File: src/smcg_pkg.sv
// Purpose: constants and types for the sleep mode and clock gating controller
// Assumes: 20 MHz system clock, APB register access with 32-bit data
// Notes: register offsets are byte addresses, one aligned word per register
// Operation
// - mode 000 idle: stop cpu and flash clocks
// - idle: any enabled interrupt wakes
// - idle or adc-nr entry starts adc conversion
// - mode 001: stop cpu, flash, io clocks
// - adc-nr wakes only on listed sources
// - mode 010: stop oscillator and all clocks
// - power-down wakes only on listed sources
// - power-down wake waits fuse-selected start-up delay
// - mode 011 is power-down plus timer 2
// - timer 2 wake needs its mask and global enable; adc-nr wakes on timer 2 with either mask bit set
// - power-save stops unused timer 2 clock sources
// - mode 110 standby keeps oscillator, six-cycle wake
// - set gate bit stops peripheral clock, blocks access
// - cleared gate bit restarts clock, state kept
// - gate bits matter only in active and idle, adc bit also in adc-nr
// - adc stays on in sleep; restart is extended
// - comparator off in deep sleep unless reference
// - brown-out and watchdog stay active in sleep
// - input buffers off when io and adc stop
// - debug keeps main clock; test-port disable bit
// - reference on when needed by any user
// - sleep only when sleep enable bit set
// - interrupt wake halts four extra cycles
// - gate bits 3..0: timer16, spi, usart, adc
package smcg_pkg;
  // register byte offsets
  localparam logic [11:0] SLEEP_CONTROL_OFS = 12'h000;
  localparam logic [11:0] POWER_REDUCTION_OFS = 12'h004;
  localparam logic [11:0] COMPARATOR_CTRL_OFS = 12'h008;
  localparam logic [11:0] MCU_CTRL_OFS = 12'h00C;
  localparam logic [11:0] STATUS_OFS = 12'h010;
  // field positions
  localparam int SLEEP_ENABLE_POS = 0;
  localparam int MODE_LSB_POS = 1;
  localparam int COMPARATOR_DISABLE_POS = 7;
  localparam int COMPARATOR_BANDGAP_POS = 6;
  localparam int TEST_PORT_DISABLE_POS = 7;
  // reset values
  localparam logic [3:0] SLEEP_CONTROL_RST = 4'h0;
  localparam logic [3:0] POWER_REDUCTION_RST = 4'h0;
  localparam logic [1:0] COMPARATOR_CTRL_RST = 2'h0;
  localparam logic TEST_PORT_DISABLE_RST = 1'b0;
  // mode codes
  localparam logic [2:0] MODE_IDLE = 3'h0;
  localparam logic [2:0] MODE_ADC_NR = 3'h1;
  localparam logic [2:0] MODE_POWER_DOWN = 3'h2;
  localparam logic [2:0] MODE_POWER_SAVE = 3'h3;
  localparam logic [2:0] MODE_STANDBY = 3'h6;
  // timing
  localparam int CLOCK_HZ = 20000000;
  localparam int STANDBY_WAKE_CYCLES = 6;
  localparam int IRQ_HALT_CYCLES = 4;
  localparam int TIMER_W = 16;
  // clock domain enables
  typedef struct packed {
    logic cpu;
    logic flash;
    logic io;
    logic adc;
    logic asy;
    logic main_osc;
    logic timer_osc;
  } smcg_clocks_t;
  // per peripheral clock enables
  typedef struct packed {
    logic timer16;
    logic spi;
    logic usart;
    logic adc;
  } smcg_periph_t;
  // wake sources from the rest of the chip
  typedef struct packed {
    logic any_irq;
    logic adc_done;
    logic usi_start;
    logic timer2_ovf;
    logic timer2_cmp;
    logic store_ready;
    logic ext0_level;
    logic pin_change;
  } smcg_wake_t;
endpackage : smcg_pkg
File: src/smcg_ctrl.sv
// Purpose: sleep mode sequencing, clock domain gating and peripheral clock gating
// Assumes: wake inputs come from logic on the same clock; resets handled elsewhere
// Notes: resets wake the chip by resetting this block, so they are not wake inputs here
`timescale 1ns/1ps
module smcg_ctrl (
  input wire logic clock,
  input wire logic rst_b,
  // apb slave
  input wire logic psel,
  input wire logic penable,
  input wire logic pwrite,
  input wire logic [11:0] paddr,
  input wire logic [31:0] pwdata,
  output logic [31:0] prdata,
  output logic pready,
  output logic pslverr,
  // cpu side
  input wire logic sleep_exec,
  input wire logic global_irq_en,
  input wire logic [1:0] timer2_irq_mask,
  // fuses and peripheral status
  input wire logic [15:0] startup_cycles,
  input wire logic crystal_clock,
  input wire logic debug_enable_fuse,
  input wire logic test_port_enable_fuse,
  input wire logic brownout_fuse_en,
  input wire logic watchdog_en,
  input wire logic adc_enabled,
  input wire logic timer2_enabled,
  input wire logic timer2_async,
  input wire smcg_pkg::smcg_wake_t wake,
  // outputs
  output smcg_pkg::smcg_clocks_t clocks,
  output smcg_pkg::smcg_periph_t periph_clk_en,
  output smcg_pkg::smcg_periph_t periph_access_en,
  output logic adc_start,
  output logic adc_extended,
  output logic comparator_en,
  output logic reference_en,
  output logic brownout_en,
  output logic watchdog_run,
  output logic input_buffer_en,
  output logic test_port_en,
  output logic cpu_resume,
  output logic asleep
);
  typedef enum logic [2:0] {ST_ACTIVE, ST_SLEEP, ST_STARTUP, ST_HALT} smcg_state_t;

  logic [3:0] sleep_control_reg; // mode in bits 3..1, enable in bit 0
  logic [3:0] power_reduction_reg; // gate bits, upper bits read zero
  logic [1:0] comparator_ctrl_status_reg; // disable and bandgap select
  logic test_port_disable_bit;
  smcg_state_t state;
  logic [2:0] mode; // mode latched at entry
  logic [15:0] wait_count;
  logic irq_wake; // wake came from an interrupt
  logic adc_was_on; // for extended conversion tracking
  logic next_wake;
  logic [2:0] sel;
  logic sel_legal;
  logic acc;
  logic wr;

  assign sel = sleep_control_reg[3:1];
  // reserved codes never enter sleep
  assign sel_legal = (sel == smcg_pkg::MODE_IDLE) || (sel == smcg_pkg::MODE_ADC_NR) ||
    (sel == smcg_pkg::MODE_POWER_DOWN) || (sel == smcg_pkg::MODE_POWER_SAVE) ||
    (sel == smcg_pkg::MODE_STANDBY && crystal_clock);
  assign acc = psel && penable;
  assign wr = acc && pwrite;
  // zero wait slave, unmapped reads zero with error
  assign pready = 1'b1;

  // wake decode per mode
  function automatic logic wake_for(input logic [2:0] m, input smcg_pkg::smcg_wake_t w,
                                    input logic t2_ok);
    logic deep;
    deep = w.usi_start || w.ext0_level || w.pin_change;
    unique case (m)
      smcg_pkg::MODE_IDLE: wake_for = w.any_irq;
      smcg_pkg::MODE_ADC_NR: wake_for = deep || w.adc_done || w.store_ready ||
        ((w.timer2_ovf || w.timer2_cmp) && t2_ok);
      smcg_pkg::MODE_POWER_SAVE: wake_for = deep ||
        ((w.timer2_ovf && timer2_irq_mask[0]) ||
         (w.timer2_cmp && timer2_irq_mask[1])) && global_irq_en;
      default: wake_for = deep; // power-down and standby
    endcase
  endfunction : wake_for

  assign next_wake = (state == ST_SLEEP) &&
    wake_for(mode, wake, global_irq_en && (timer2_irq_mask != 2'h0));

  // register writes
  always_ff @(posedge clock or negedge rst_b) begin
    if (!rst_b) begin
      sleep_control_reg <= smcg_pkg::SLEEP_CONTROL_RST;
      power_reduction_reg <= smcg_pkg::POWER_REDUCTION_RST;
      comparator_ctrl_status_reg <= smcg_pkg::COMPARATOR_CTRL_RST;
      test_port_disable_bit <= smcg_pkg::TEST_PORT_DISABLE_RST;
    end else if (wr) begin
      unique case (paddr)
        smcg_pkg::SLEEP_CONTROL_OFS: sleep_control_reg <= pwdata[3:0];
        smcg_pkg::POWER_REDUCTION_OFS: power_reduction_reg <= pwdata[3:0];
        smcg_pkg::COMPARATOR_CTRL_OFS: begin
          comparator_ctrl_status_reg <= {pwdata[smcg_pkg::COMPARATOR_DISABLE_POS],
                                         pwdata[smcg_pkg::COMPARATOR_BANDGAP_POS]};
        end
        smcg_pkg::MCU_CTRL_OFS: begin
          test_port_disable_bit <= pwdata[smcg_pkg::TEST_PORT_DISABLE_POS];
        end
        default: begin
          // status and unmapped: nothing stored
        end
      endcase
    end
  end

  // read data from flip-flops
  always_ff @(posedge clock or negedge rst_b) begin
    if (!rst_b) begin
      prdata <= 32'h0;
    end else if (psel && !penable && !pwrite) begin
      unique case (paddr)
        smcg_pkg::SLEEP_CONTROL_OFS: prdata <= {28'h0, sleep_control_reg};
        smcg_pkg::POWER_REDUCTION_OFS: prdata <= {28'h0, power_reduction_reg};
        smcg_pkg::COMPARATOR_CTRL_OFS: prdata <= {24'h0, comparator_ctrl_status_reg, 6'h0};
        smcg_pkg::MCU_CTRL_OFS: prdata <= {24'h0, test_port_disable_bit, 7'h0};
        smcg_pkg::STATUS_OFS: prdata <= {27'h0, irq_wake, mode, asleep};
        default: prdata <= 32'h0;
      endcase
    end
  end

  // error on unmapped address, and on writes to status
  assign pslverr = acc && (paddr > smcg_pkg::STATUS_OFS || paddr[1:0] != 2'h0 ||
                           (pwrite && paddr == smcg_pkg::STATUS_OFS));

  // sleep sequencer
  always_ff @(posedge clock or negedge rst_b) begin
    if (!rst_b) begin
      state <= ST_ACTIVE;
      mode <= smcg_pkg::MODE_IDLE;
      wait_count <= 16'h0;
      irq_wake <= 1'b0;
    end else begin
      unique case (state)
        ST_ACTIVE: begin
          // sleep enable gates the instruction
          if (sleep_exec && sleep_control_reg[smcg_pkg::SLEEP_ENABLE_POS] && sel_legal) begin
            state <= ST_SLEEP;
            mode <= sel;
          end
        end
        ST_SLEEP: begin
          if (next_wake) begin
            irq_wake <= 1'b1;
            state <= ST_STARTUP;
            // oscillator restart only where it was stopped
            if (mode == smcg_pkg::MODE_POWER_DOWN || mode == smcg_pkg::MODE_POWER_SAVE)
              wait_count <= startup_cycles;
            else if (mode == smcg_pkg::MODE_STANDBY)
              wait_count <= 16'(smcg_pkg::STANDBY_WAKE_CYCLES - 1);
            else
              wait_count <= 16'h0;
          end
        end
        ST_STARTUP: begin
          // clocks held off until count runs out, so restart is glitch free
          if (wait_count == 16'h0) begin
            state <= ST_HALT;
            wait_count <= 16'(smcg_pkg::IRQ_HALT_CYCLES - 1);
          end else begin
            wait_count <= wait_count - 16'h1;
          end
        end
        ST_HALT: begin
          if (wait_count == 16'h0) begin
            state <= ST_ACTIVE;
            irq_wake <= 1'b0;
          end else begin
            wait_count <= wait_count - 16'h1;
          end
        end
        default: state <= ST_ACTIVE;
      endcase
    end
  end

  // adc restart tracking for extended conversion
  always_ff @(posedge clock or negedge rst_b) begin
    if (!rst_b) begin
      adc_was_on <= 1'b0;
      adc_extended <= 1'b1;
      adc_start <= 1'b0;
    end else begin
      adc_was_on <= adc_enabled;
      if (adc_enabled && !adc_was_on) adc_extended <= 1'b1;
      else if (adc_start) adc_extended <= 1'b0;
      // conversion kicked off on entry to idle or noise reduction
      adc_start <= (state == ST_ACTIVE) && sleep_exec && adc_enabled && sel_legal &&
        sleep_control_reg[smcg_pkg::SLEEP_ENABLE_POS] &&
        (sel == smcg_pkg::MODE_IDLE || sel == smcg_pkg::MODE_ADC_NR);
    end
  end

  // clock domain gating, held off through start-up
  always_comb begin
    logic sleeping;
    logic deep;
    logic osc_hold;
    sleeping = (state == ST_SLEEP) || (state == ST_STARTUP);
    deep = (mode == smcg_pkg::MODE_POWER_DOWN) || (mode == smcg_pkg::MODE_POWER_SAVE) ||
      (mode == smcg_pkg::MODE_STANDBY);
    osc_hold = debug_enable_fuse && (mode == smcg_pkg::MODE_POWER_DOWN ||
      mode == smcg_pkg::MODE_POWER_SAVE);
    clocks.cpu = (state == ST_ACTIVE);
    clocks.flash = (state == ST_ACTIVE);
    clocks.io = !sleeping || (mode == smcg_pkg::MODE_IDLE);
    clocks.adc = !sleeping || !deep;
    clocks.asy = !sleeping || !deep ||
      (mode == smcg_pkg::MODE_POWER_SAVE && timer2_enabled);
    clocks.main_osc = !sleeping || !deep || (mode == smcg_pkg::MODE_STANDBY) || osc_hold ||
      (mode == smcg_pkg::MODE_POWER_SAVE && timer2_enabled && !timer2_async);
    clocks.timer_osc = timer2_async && (!sleeping || !deep ||
      (mode == smcg_pkg::MODE_POWER_SAVE && timer2_enabled));
    if (state == ST_STARTUP && deep) begin
      clocks.io = 1'b0;
      clocks.adc = 1'b0;
    end
  end

  assign asleep = (state != ST_ACTIVE);

  // per-peripheral gating follows io and adc clocks so deep sleep overrides
  assign periph_clk_en.timer16 = !power_reduction_reg[3] && clocks.io;
  assign periph_clk_en.spi = !power_reduction_reg[2] && clocks.io;
  assign periph_clk_en.usart = !power_reduction_reg[1] && clocks.io;
  assign periph_clk_en.adc = !power_reduction_reg[0] && clocks.adc;
  assign periph_access_en = smcg_pkg::smcg_periph_t'(~power_reduction_reg);

  // comparator and reference; adc left enabled by its own bit in any mode
  assign comparator_en = !comparator_ctrl_status_reg[1] &&
    (!asleep || !(mode == smcg_pkg::MODE_POWER_DOWN || mode == smcg_pkg::MODE_POWER_SAVE ||
      mode == smcg_pkg::MODE_STANDBY) || comparator_ctrl_status_reg[0]);
  assign reference_en = brownout_fuse_en || adc_enabled ||
    (comparator_en && comparator_ctrl_status_reg[0]);
  assign brownout_en = brownout_fuse_en;
  assign watchdog_run = watchdog_en;
  assign input_buffer_en = clocks.io || clocks.adc;
  assign test_port_en = test_port_enable_fuse && !test_port_disable_bit;
  assign cpu_resume = (state == ST_HALT) && (wait_count == 16'h0);

  a_idle_clocks: assert property (@(posedge clock) disable iff (!rst_b)
    (state == ST_SLEEP && mode == smcg_pkg::MODE_IDLE) |-> !clocks.cpu && clocks.io)
    else $error("idle clocks wrong");
  a_nr_io_off: assert property (@(posedge clock) disable iff (!rst_b)
    (state == ST_SLEEP && mode == smcg_pkg::MODE_ADC_NR) |-> !clocks.io && clocks.adc)
    else $error("noise reduction clocks wrong");
  a_pd_all_off: assert property (@(posedge clock) disable iff (!rst_b)
    (state == ST_SLEEP && mode == smcg_pkg::MODE_POWER_DOWN && !debug_enable_fuse)
    |-> !clocks.main_osc && !clocks.asy && !clocks.adc)
    else $error("power-down clocks running");
  a_se_gate: assert property (@(posedge clock) disable iff (!rst_b)
    (state == ST_ACTIVE && sleep_exec && !sleep_control_reg[0]) |=> state == ST_ACTIVE)
    else $error("slept without enable");
  a_reserved_mode: assert property (@(posedge clock) disable iff (!rst_b)
    (state == ST_ACTIVE && !sel_legal) |=> state == ST_ACTIVE)
    else $error("reserved mode entered");
  a_halt_four: assert property (@(posedge clock) disable iff (!rst_b)
    (state == ST_STARTUP && wait_count == 16'h0) |=> (state == ST_HALT) [*4] ##1
    state == ST_ACTIVE)
    else $error("halt not four cycles");
  a_standby_wake: assert property (@(posedge clock) disable iff (!rst_b)
    (next_wake && mode == smcg_pkg::MODE_STANDBY) |-> ##7 state == ST_HALT)
    else $error("standby wake not six cycles");
  a_gate_stops: assert property (@(posedge clock) disable iff (!rst_b)
    power_reduction_reg[2] |-> !periph_clk_en.spi && !periph_access_en.spi)
    else $error("gated spi clock running");
  a_psave_t2: assert property (@(posedge clock) disable iff (!rst_b)
    (state == ST_SLEEP && mode == smcg_pkg::MODE_POWER_SAVE && !global_irq_en &&
     !wake.usi_start && !wake.ext0_level && !wake.pin_change) |=> state == ST_SLEEP)
    else $error("power-save woke without global enable");
  a_adc_start: assert property (@(posedge clock) disable iff (!rst_b)
    (state == ST_ACTIVE && sleep_exec && sleep_control_reg == 4'h1 && adc_enabled)
    |=> adc_start)
    else $error("adc conversion not started");
endmodule : smcg_ctrl

File: config.mk
export PLATFORM = sky130hd
export DESIGN_NAME = smcg_ctrl
export DESIGN_NICKNAME = d
export VERILOG_FILES = /design/src/smcg_pkg.sv /design/src/smcg_ctrl.sv
export SDC_FILE = /design/constraint.sdc
export NUM_CORES = 1
export LEC_CHECK = 0
export BUFFER_PORTS_ARGS = -buffer_cell sky130_fd_sc_hd__buf_4
export CAP_MARGIN = 0
export CELL_PAD_IN_SITES_DETAIL_PLACEMENT = 1
export CELL_PAD_IN_SITES_GLOBAL_PLACEMENT = 2
export CORE_MARGIN = 8
export CORE_UTILIZATION = 28
export CTS_BUF_LIST = sky130_fd_sc_hd__clkbuf_4
export CTS_CLUSTER_DIAMETER = 200
export CTS_CLUSTER_SIZE = 40
export DETAILED_ROUTE_END_ITERATION = 6
export HOLD_SLACK_MARGIN = 0.1
export PLACE_DENSITY_LB_ADDON = 0.2
export SYNTH_ARGS = -nofsm -noshare
export SYNTH_HDL_FRONTEND = slang
export SYNTH_SLANG_ARGS = --single-unit
File: constraint.sdc
create_clock -name clock -period 3.25 [get_ports clock]
set_input_delay 0.4875 -clock clock [delete_from_list [all_inputs] [get_ports clock]]
set_output_delay 0.4875 -clock clock [all_outputs]
set_load 0.01 [all_outputs]
==> results of run 1 <==
final cells by class:
cell class | instances | area, um2 | share of cell area
tap | 136 | 170 | 0.0461
sequential | 43 | 1080 | 0.292
clock buffer | 5 | 37.5 | 0.0102
clock inverter | 3 | 47.5 | 0.0129
multi-input combinational | 243 | 1570 | 0.425
inverter | 21 | 78.8 | 0.0213
timing repair buffer | 95 | 713 | 0.193
cell families (layout without fill, tap and decap cells):
group / Yosys count / count (layout) / share of synthesized area
AOI/OAI and AO/OA: 94 / 94 / 0.234
buffers and inverters: 64 / 124 / 0.126
and+or+nand+nor: 107 / 107 / 0.206
adders and majority gates: 5 / 5 / 0.0214
muxes: 11 / 11 / 0.0419
other: 2 / 26 / 0.00257
DFF: 43 / 43 / 0.368
report_power, final:
| part | switching [mW] | total (mW) | internal (mW) | leakage, nW |
|---|---|---|---|---|
| sequential | 0.104 | 0.747 | 0.643 | 0.544 |
| clock | 0.202 | 0.368 | 0.166 | 0.0458 |
| combinational | 1.03 | 1.70 | 0.675 | 1.20 |
cells in the mapped netlist, types with 2 or more instances:
cell type / number
and2_1: 4
or3_1: 8
o211a_1: 2
nor2b_1: 5
nor3_2: 2
o21ai_0: 15
o22ai_1: 2
o32a_1: 2
nand2_1: 24
mux2_2: 10
clkbuf_1: 5
dfrtp_1: 42
o211ai_1: 14
a32oi_1: 6
nor2_1: 20
a22oi_1: 8
inv_1: 21
conb_1: 2
nand3_1: 10
and3_1: 4
nor3_1: 12
or4_1: 2
ha_1: 5
nand2b_1: 3
buf_2: 7
o31ai_1: 6
a31oi_1: 2
a22o_1: 10
o2bb2ai_1: 9
buf_4: 30
a21oi_1: 11
final timing paths:
check	slack, ns	cells past startpoint	startpoint	end
worst max-delay path	0.55	5	wait_count[8]	cpu_resume
max in group asynchronous	2.74	1	rst_b	prdata[7]
min in group clock	0.25	1	adc_enabled	adc_was_on
worst min-delay path	0.11	1	rst_b	state[0]
worst min register to register	0.40	1	adc_was_on	adc_extended
worst max register to register	0.85	8	wait_count[0]	wait_count[15]
placed cells by master, fill, tap and decap left out, types with 9 or more instances in the layout:
cell type	count
a22o_1	10
o21ai_0	15
mux2_2	10
inv_1	21
nand2_1	24
nor3_1	12
o211ai_1	14
nand3_1	10
nor2_1	20
a21oi_1	11
conb_1	26
buf_4	95
dfrtp_1	42
o2bb2ai_1	9
through the flow:
step	hold slack [ns]	power (mW)	std cells	worst slack [ns]	cell area (um2)
4_1_cts	0.127	2.86	546	0.506	3690
6_report	0.113	2.82	546	0.553	3690
3_3_place_gp	0.380	2.46	538	0.598	3610
5_1_grt	0.128	3.06	546	0.361	3690
2_1_floorplan	0.192	1.98	350	0.892	3020
3_5_place_dp	0.389	2.49	538	0.568	3610
layer usage:
layer	up-vias	GRT usage
met1	1293	0.161
met3	2	0.0400
met4	0	0.0168
met5	-	0
li1	1307	-
met2	76	0.234
worst reg2reg max path, cell delays in order (launching register included):
cell and delay [ns]:
dfrtp_1 0.39, inv_1 0.08, ha_1 0.21, nand2b_1 0.25
nor3_2 0.10, buf_4 0.17, a31oi_1 0.73, a32oi_1 0.22
o2bb2ai_1 0.19
==> results_dict.tcl, run 1 <==
set metrics [dict create \
    status "finished, final reports clean" \
    final_core_util 0.361 \
    worstPathMaxFanout 11 \
    rsz0062_at_grt "false" \
    drv_cap 0 \
    hp-class "in -> async" \
    synth_area_per_cell_um2 8.98 \
    grt_pass1_wl_mm 15.6 \
    synthArstFlopShare 1.00 \
    area_growth_pct 26.3 \
    synth_area_um2 2930 \
    critical-path-top-delay-family "simple AND/OR/NAND/NOR gates" \
    grt_max_degree 44 \
    via_per_inst 4.90 \
    fill_cells 1243 \
    path_cells "or4_1, nor3_2, nand3_4, inv_1, buf_4" \
    gr-usage-all-layers 0.134 \
    grt_overflow 0 \
    place.gp.congestion 0.758 \
    netlist_instances 326 \
    grt_pass1_vias 3010 \
    synth_edf_count 0 \
    cts_setup_buffers 0 \
    cts_tree "built" \
    slowest_stage "or4_1" \
    synthFlopType "dfrtp_1" \
    drive_gt1_frac 0.302 \
    cts_buffers 5 \
    cts_resized 0 \
    cp_slowest_stage_delay_ns 0.59 \
    synth_top_area_cell "dfrtp_1" \
    numPortBuffers 89 \
    ys_ff_latch 43 \
    cp-start-kind "register" \
    htreeDepth 2 \
    wl_met3_um 528 \
    setup-violations-final 0 \
    firstDrtPassIters 7 \
    clockBufferDepth 2 \
    die_w_um 118 \
    die-area_um2 14000 \
    setup_tns_ns 0 \
    fin_crit_sh 0.830 \
    clk_pin_slew_ns 0.16 \
    synth_top_cell_area_share 0.359 \
    yosys_warnings 0 \
    route.layer.met1.wl_mm 4.22 \
    finalHoldViolCount 0 \
    drtIter0Drc 121 \
    clk_latency_ns 0.36 \
    ant_nets 0 \
    synthDistinctLibCells 54 \
    largest_reg_flops 16 \
    finalCriticalPeriod_ns 2.70 \
    endpoint_kind "output pin" \
    post-dp-hpwl_mm 7.38 \
    drc 0 \
    antenna_found_initial 0 \
    path_class "reg -> out" \
    yosysSeqAreaShare 0.368 \
    drv_slew 0 \
    drt_wl_total_mm 9.42 \
    root_buffer "clkbuf_4" \
    worstMarginPinSlew_ns 0.903 \
    regMostFlops "wait_count" \
    antenna_cells 0 \
    power_density_nw_per_um2 763 \
    pin_count 144 \
    rows 37 \
    vdd_drop_max_uv 246 \
    start_util 0.286 \
    cp.required_ns 2.76 \
    p_leak_nw 1.79 \
    hold_buffers 0 \
    maxClockFrequency_mhz 371 \
    vias 2678 \
    reg_top3 "wait_count (16), prdata (7)" \
    topRoutingLayerUsed "met4" \
    route.met2.wl_mm 4.65 \
    clock_skew_ns 0.0164 \
    ys_top_cells_by_area "dfrtp_1 (36%), buf_4 (7.7%), mux2_2 (3.8%)" \
    arrival_ns 2.21 \
    wl_per_cell_um 17.3 \
    fin_nets 499 \
    relSlewSlack 0.395 \
    numClockSinks 43 \
    critPathBufInv 2 \
    dieHeight_um 118 \
    core_region_area_um2 10200 \
]
Power figures use the tool's default switching activity.
==> run 2: changes to the inputs <==
--- a/config.mk
+++ b/config.mk
@@ -10,7 +10,7 @@
 export CELL_PAD_IN_SITES_DETAIL_PLACEMENT = 1
 export CELL_PAD_IN_SITES_GLOBAL_PLACEMENT = 2
 export CORE_MARGIN = 8
-export CORE_UTILIZATION = 28
+export CORE_UTILIZATION = 24
 export CTS_BUF_LIST = sky130_fd_sc_hd__clkbuf_4
 export CTS_CLUSTER_DIAMETER = 200
 export CTS_CLUSTER_SIZE = 40
==> constraint.sdc (replaced) <==
create_clock -name clock -period 2.4 [get_ports clock]
set_input_delay 0.36 -clock clock [delete_from_list [all_inputs] [get_ports clock]]
set_output_delay 0.36 -clock clock [all_outputs]
set_load 0.01 [all_outputs]
==> run 2 against run 1 <==
Net effect: clock skew fell by 0.0025 ns; total power up 52%; core utilization fell by 3.3 points; largest cell class unchanged; wire length is 6.4% higher; hold slack better by 0.10 ns; clock power up 39%; combinational power increased by 63%.
==> results_dict.tcl, run 2 (synthesis gave the netlist of run 1 again) <==
set metrics [dict create \
    finalPower_mw 4.29 \
    reg_top3 "wait_count (16), prdata (7)" \
    drv_slew 0 \
    cts_tree "built" \
    root_buffer "clkbuf_4" \
    grt-busiest-layer "met2" \
    largest_reg_flops 16 \
    finalHoldViolCount 0 \
    p_clk_frac 0.119 \
    setup_tns_ns 0 \
    clock_skew_ns 0.0140 \
    most-common-layout-cells "buf_4 (113), dfrtp_1 (42), conb_1 (26)" \
    cp-start-kind "register" \
    swShare 0.452 \
    grt_overflow 0 \
    ant_nets 0 \
    die_w_um 126 \
    setup-violations-final 0 \
    fin_nets 521 \
    regMostFlops "wait_count" \
    grt_pass1_vias 3177 \
    vdd_drop_max_uv 427 \
    grtUsageMet2 0.217 \
    cts_buffers 5 \
    numPortBuffers 89 \
    p_int_mw 2.35 \
    wl_per_cell_um 17.3 \
    path_class "reg -> out" \
    finalInstanceArea_um2 3920 \
    relSlewSlack 0.605 \
    finalCriticalPeriod_ns 2.29 \
    maxClockFrequency_mhz 436 \
    gr-usage-met3 0.0356 \
    worstMarginPinSlew_ns 0.593 \
    drt_wl_total_mm 10.0 \
    hp-class "in -> reg" \
    cp.required_ns 2.04 \
    status "finished, final reports clean" \
    post-dp-hpwl_mm 7.82 \
    via_per_inst 4.82 \
    place_inst 561 \
    dieHeight_um 126 \
    start_util 0.245 \
    clockBufferDepth 2 \
    vias 2788 \
    numClockSinks 43 \
    p_seq_frac 0.234 \
    core_region_area_um2 12000 \
    path_cells "or4_4, nor3_2, buf_4, nand3_4, inv_2, buf_4" \
    endpoint_kind "output pin" \
    worstPathMaxFanout 5 \
    final_core_util 0.328 \
    area_growth_pct 34.1 \
    clk_latency_ns 0.37 \
    fin_crit_sh 0.956 \
    die-area_um2 16000 \
    combPwrFrac 0.646 \
    place_ws_ns 0.113 \
    rows 40 \
    grt_max_degree 44 \
    drive_gt1_frac 0.347 \
    place.gp.congestion 0.739 \
    htreeDepth 2 \
    cp_slowest_stage_delay_ns 0.56 \
    instances_no_fill 579 \
    firstDrtPassIters 4 \
    arrival_ns 1.93 \
    antenna_cells 0 \
    antenna_found_initial 0 \
    hold_slack_ns 0.217 \
    dpl_cell_area_um2 3730 \
    worst_slack_ns 0.107 \
    power_density_nw_per_um2 1090 \
    fill_cells 1439 \
    grt_pass1_wl_mm 16.2 \
    mostFrequentLayoutCell "buf_4" \
    use_met1 0.148 \
    drtIter0Drc 90 \
    clk_pin_slew_ns 0.16 \
    drc 0 \
    gr-usage-all-layers 0.124 \
    crit_top_cell "buf_4" \
    p_leak_nw 1.89 \
    p_sw_mw 1.94 \
    slowest_stage "or4_4" \
    drv_cap 0 \
    pin_count 144 \
]
==> run 2: final timing paths <==
path | startpoint | end | slack [ns] | depth (start not counted)
max | wait_count[14] | cpu_resume | 0.11 | 6
min | pwdata[1] | sleep_control_reg[1] | 0.22 | 2
max reg2reg | wait_count[5] | state[1] | 0.22 | 7
min reg2reg | adc_was_on | adc_extended | 0.40 | 1
max in group asynchronous | rst_b | comparator_ctrl_status_reg[0] | 1.48 | 2
min in group asynchronous | rst_b | wait_count[10] | 0.52 | 2
==> run 2: repair_timing <==
action	4_1_cts	5_1_grt
pin swaps	2	2
hold buffers	2	0
setup buffers	1	7
setup endpoints to repair	5	6
gates resized for setup	6	2
endpoints found under the hold margin	43	0
==> run 2: final cells by class <==
class,count,area [um2],share of cell area
Multi-Input combinational cell,243,1600,0.408
Sequential cell,43,1080,0.275
Timing Repair Buffer,117,900,0.229
Tap cell,147,184,0.0469
Inverter,21,78.8,0.0201
Clock inverter,3,47.5,0.0121
Clock buffer,5,37.5,0.00957
==> run 2: routing by layer <==
layer  vias up  share of wire
li1       1346              -
met5         -              0
met2        66           0.51
met4         0         0.0071
met1      1369           0.44
met3         7          0.052
==> run 2: power groups by stage <==
stage               logic [mW]  clock network, mW  registers (mW)
global placement          2.54                  0            1.02
finish                    2.77              0.512            1.00
detailed placement        2.59                  0            1.03
global route              3.04              0.549            1.02
CTS                       2.69              0.527            1.01
floorplan                 1.70                  0           0.983
==> run 2: worst max-delay path, delay by kind of cell (launching register included) <==
kind	cells	cell delay (ns)
buffers and inverters	3	0.35
AND/OR/NAND/NOR	3	0.78
flip-flops	1	0.43
==> run 3: changes to the inputs <==
--- a/config.mk
+++ b/config.mk
@@ -9,9 +9,10 @@
 export CAP_MARGIN = 0
 export CELL_PAD_IN_SITES_DETAIL_PLACEMENT = 1
 export CELL_PAD_IN_SITES_GLOBAL_PLACEMENT = 2
+export CORE_ASPECT_RATIO = 0.75
 export CORE_MARGIN = 8
 export CORE_UTILIZATION = 24
-export CTS_BUF_LIST = sky130_fd_sc_hd__clkbuf_4
+export CTS_BUF_LIST = sky130_fd_sc_hd__clkbuf_8
 export CTS_CLUSTER_DIAMETER = 200
 export CTS_CLUSTER_SIZE = 40
 export DETAILED_ROUTE_END_ITERATION = 6
==> run 3 against run 2 <==
Net effect: via count increased by 0.50%; first-iteration DRC count increased by 130%; combinational power decreased by 2%; register-to-register slack improved by 0.05 ns; total power increased by 1.5%; clock power increased by 21%; global-route usage increased by 0.49 points; highest routed layer unchanged; critical endpoint unchanged; critical path depth unchanged; die area increased by 0.23%; sequential share of layout area about the same; count of clock-buffer cells in the layout increased by 1.
==> results_dict.tcl, run 3 (synthesis gave the netlist of run 1 again) <==
set metrics [dict create \
    start_util 0.242 \
    rsz0062_at_grt "false" \
    numPortBuffers 89 \
    largest_reg_flops 16 \
    relSlewSlack 0.598 \
    place.gp.congestion 0.750 \
    pin_count 144 \
    drv_cap 0 \
    place_inst 582 \
    path_class "reg -> out" \
    clockBufferDepth 2 \
    antenna_found_initial 0 \
    wl_per_cell_um 17.4 \
    power_density_nw_per_um2 1110 \
    combPwrFrac 0.624 \
    mostFrequentLayoutCell "buf_4" \
    p_leak_nw 1.88 \
    cp-start-kind "register" \
    finalInstanceArea_um2 3930 \
    worstMarginPinSlew_ns 0.603 \
    cp.required_ns 2.04 \
    vdd_drop_max_uv 400 \
    clock_skew_ns 0.00893 \
    p_clk_frac 0.142 \
    numClockSinks 43 \
    antenna_cells 0 \
    drc 0 \
    firstDrtPassIters 4 \
    drv_slew 0 \
    most-common-layout-cells "buf_4 (109), dfrtp_1 (40), conb_1 (26)" \
    maxClockFrequency_mhz 432 \
    regMostFlops "wait_count" \
    die_w_um 144 \
    dieHeight_um 112 \
    grt_pass1_wl_mm 16.5 \
    clk_latency_ns 0.31 \
    vias 2802 \
    setup_tns_ns 0 \
    clk_pin_slew_ns 0.09 \
    cts_buffers 5 \
    core_region_area_um2 12100 \
    endpoint_kind "output pin" \
    via_per_inst 4.73 \
    drtIter0Drc 206 \
    reg_top3 "wait_count (16), prdata (7)" \
    status "finished, final reports clean" \
    p_int_mw 2.41 \
    instances_no_fill 593 \
    hp-class "in -> reg" \
    grt_pass1_vias 3043 \
    p_sw_mw 1.94 \
    finalCriticalPeriod_ns 2.32 \
    arrival_ns 1.96 \
    htreeDepth 2 \
    grt_overflow 0 \
    drive_gt1_frac 0.344 \
    fin_crit_sh 0.965 \
    hold_slack_ns 0.189 \
    area_growth_pct 34.4 \
    reg2reg_slack_ns 0.27 \
    post-dp-hpwl_mm 8.10 \
    finalHoldViolCount 0 \
    rows 35 \
    root_buffer "clkbuf_8" \
    finalPower_mw 4.35 \
    gr-usage-all-layers 0.129 \
    cts_tree "built" \
    p_seq_frac 0.234 \
    dpl_cell_area_um2 3760 \
    ant_nets 0 \
    setup-violations-final 0 \
    swShare 0.446 \
    die-area_um2 16000 \
    grt_max_degree 44 \
    drt_wl_total_mm 10.3 \
    fin_nets 516 \
    worstPathMaxFanout 6 \
]
[run 3: cell types whose count changed in the layout (fill, tap and decap cells not counted), sizes merged]
cell         previous run  this run
inv                    22        21
clkbuf                  5         6
buf                   115       111
dlygate4sd3             2         1
[run 3: worst paths after layout]
path,cells after the start,startpoint,end
max in group asynchronous,2,rst_b,wait_count[8]
worst min-delay path,1,adc_enabled,adc_was_on
worst max-delay path,6,wait_count[4],cpu_resume
min in group asynchronous,2,rst_b,prdata[7]
worst min register to register,1,adc_was_on,adc_extended
worst max register to register,6,wait_count[4],wait_count[13]
[run 3: per-stage QoR]
| step | utilization | setup slack [ns] |
|---|---|---|
| final | 0.325 | 0.0841 |
| after global routing | 0.325 | 0.00949 |
| after CTS | 0.322 | 0.0101 |
| after detailed placement | 0.311 | 0.123 |
| after global placement | 0.311 | 0.145 |
| after floorplan | - | 0.297 |
[run 3: power groups by stage]
stage                     sequential (mW)  combinational (mW)  clock [mW]
final                                1.02                2.71       0.618
after floorplan                     0.983                1.70           0
after global placement               1.02                2.55           0
after global routing                 1.04                3.00       0.665
after detailed placement             1.02                2.57           0
after CTS                            1.01                2.61       0.642
[run 3: final cells by class]
class,instances,area [um2]
fillers,1455,8150
multi-input cells,243,1590
flip-flops and latches,43,1080
repair buffers,112,860
well taps,166,208
clock buffers,6,82.6
inverters,21,78.8
clock inverters,2,35.0
[run 3: metal layers]
metal | up-vias | global-route usage | routed length (um) | share of wire
met5 | - | 0 | 0 | 0
met4 | 0 | 0.0419 | 134 | 0.013
met3 | 11 | 0.0291 | 538 | 0.052
met2 | 73 | 0.193 | 4560 | 0.44
met1 | 1378 | 0.179 | 5090 | 0.49
li1 | 1340 | - | - | -
[run 3: what timing repair did]
item                                    4_1_cts  5_1_grt
hold buffers                                  1        0
hold endpoints to repair                     42        0
resized for setup                             1        8
pin swaps                                     0        1
endpoints found under the setup margin        1        5
buffers inserted                              0        2
[run 3: worst max-delay path, stage by stage, from the launching register on]
cell     delay [ns]
dfrtp_2        0.43
or4_4          0.58
nor3_4         0.17
buf_6          0.16
nand3_4        0.12
inv_2          0.08
buf_4          0.11
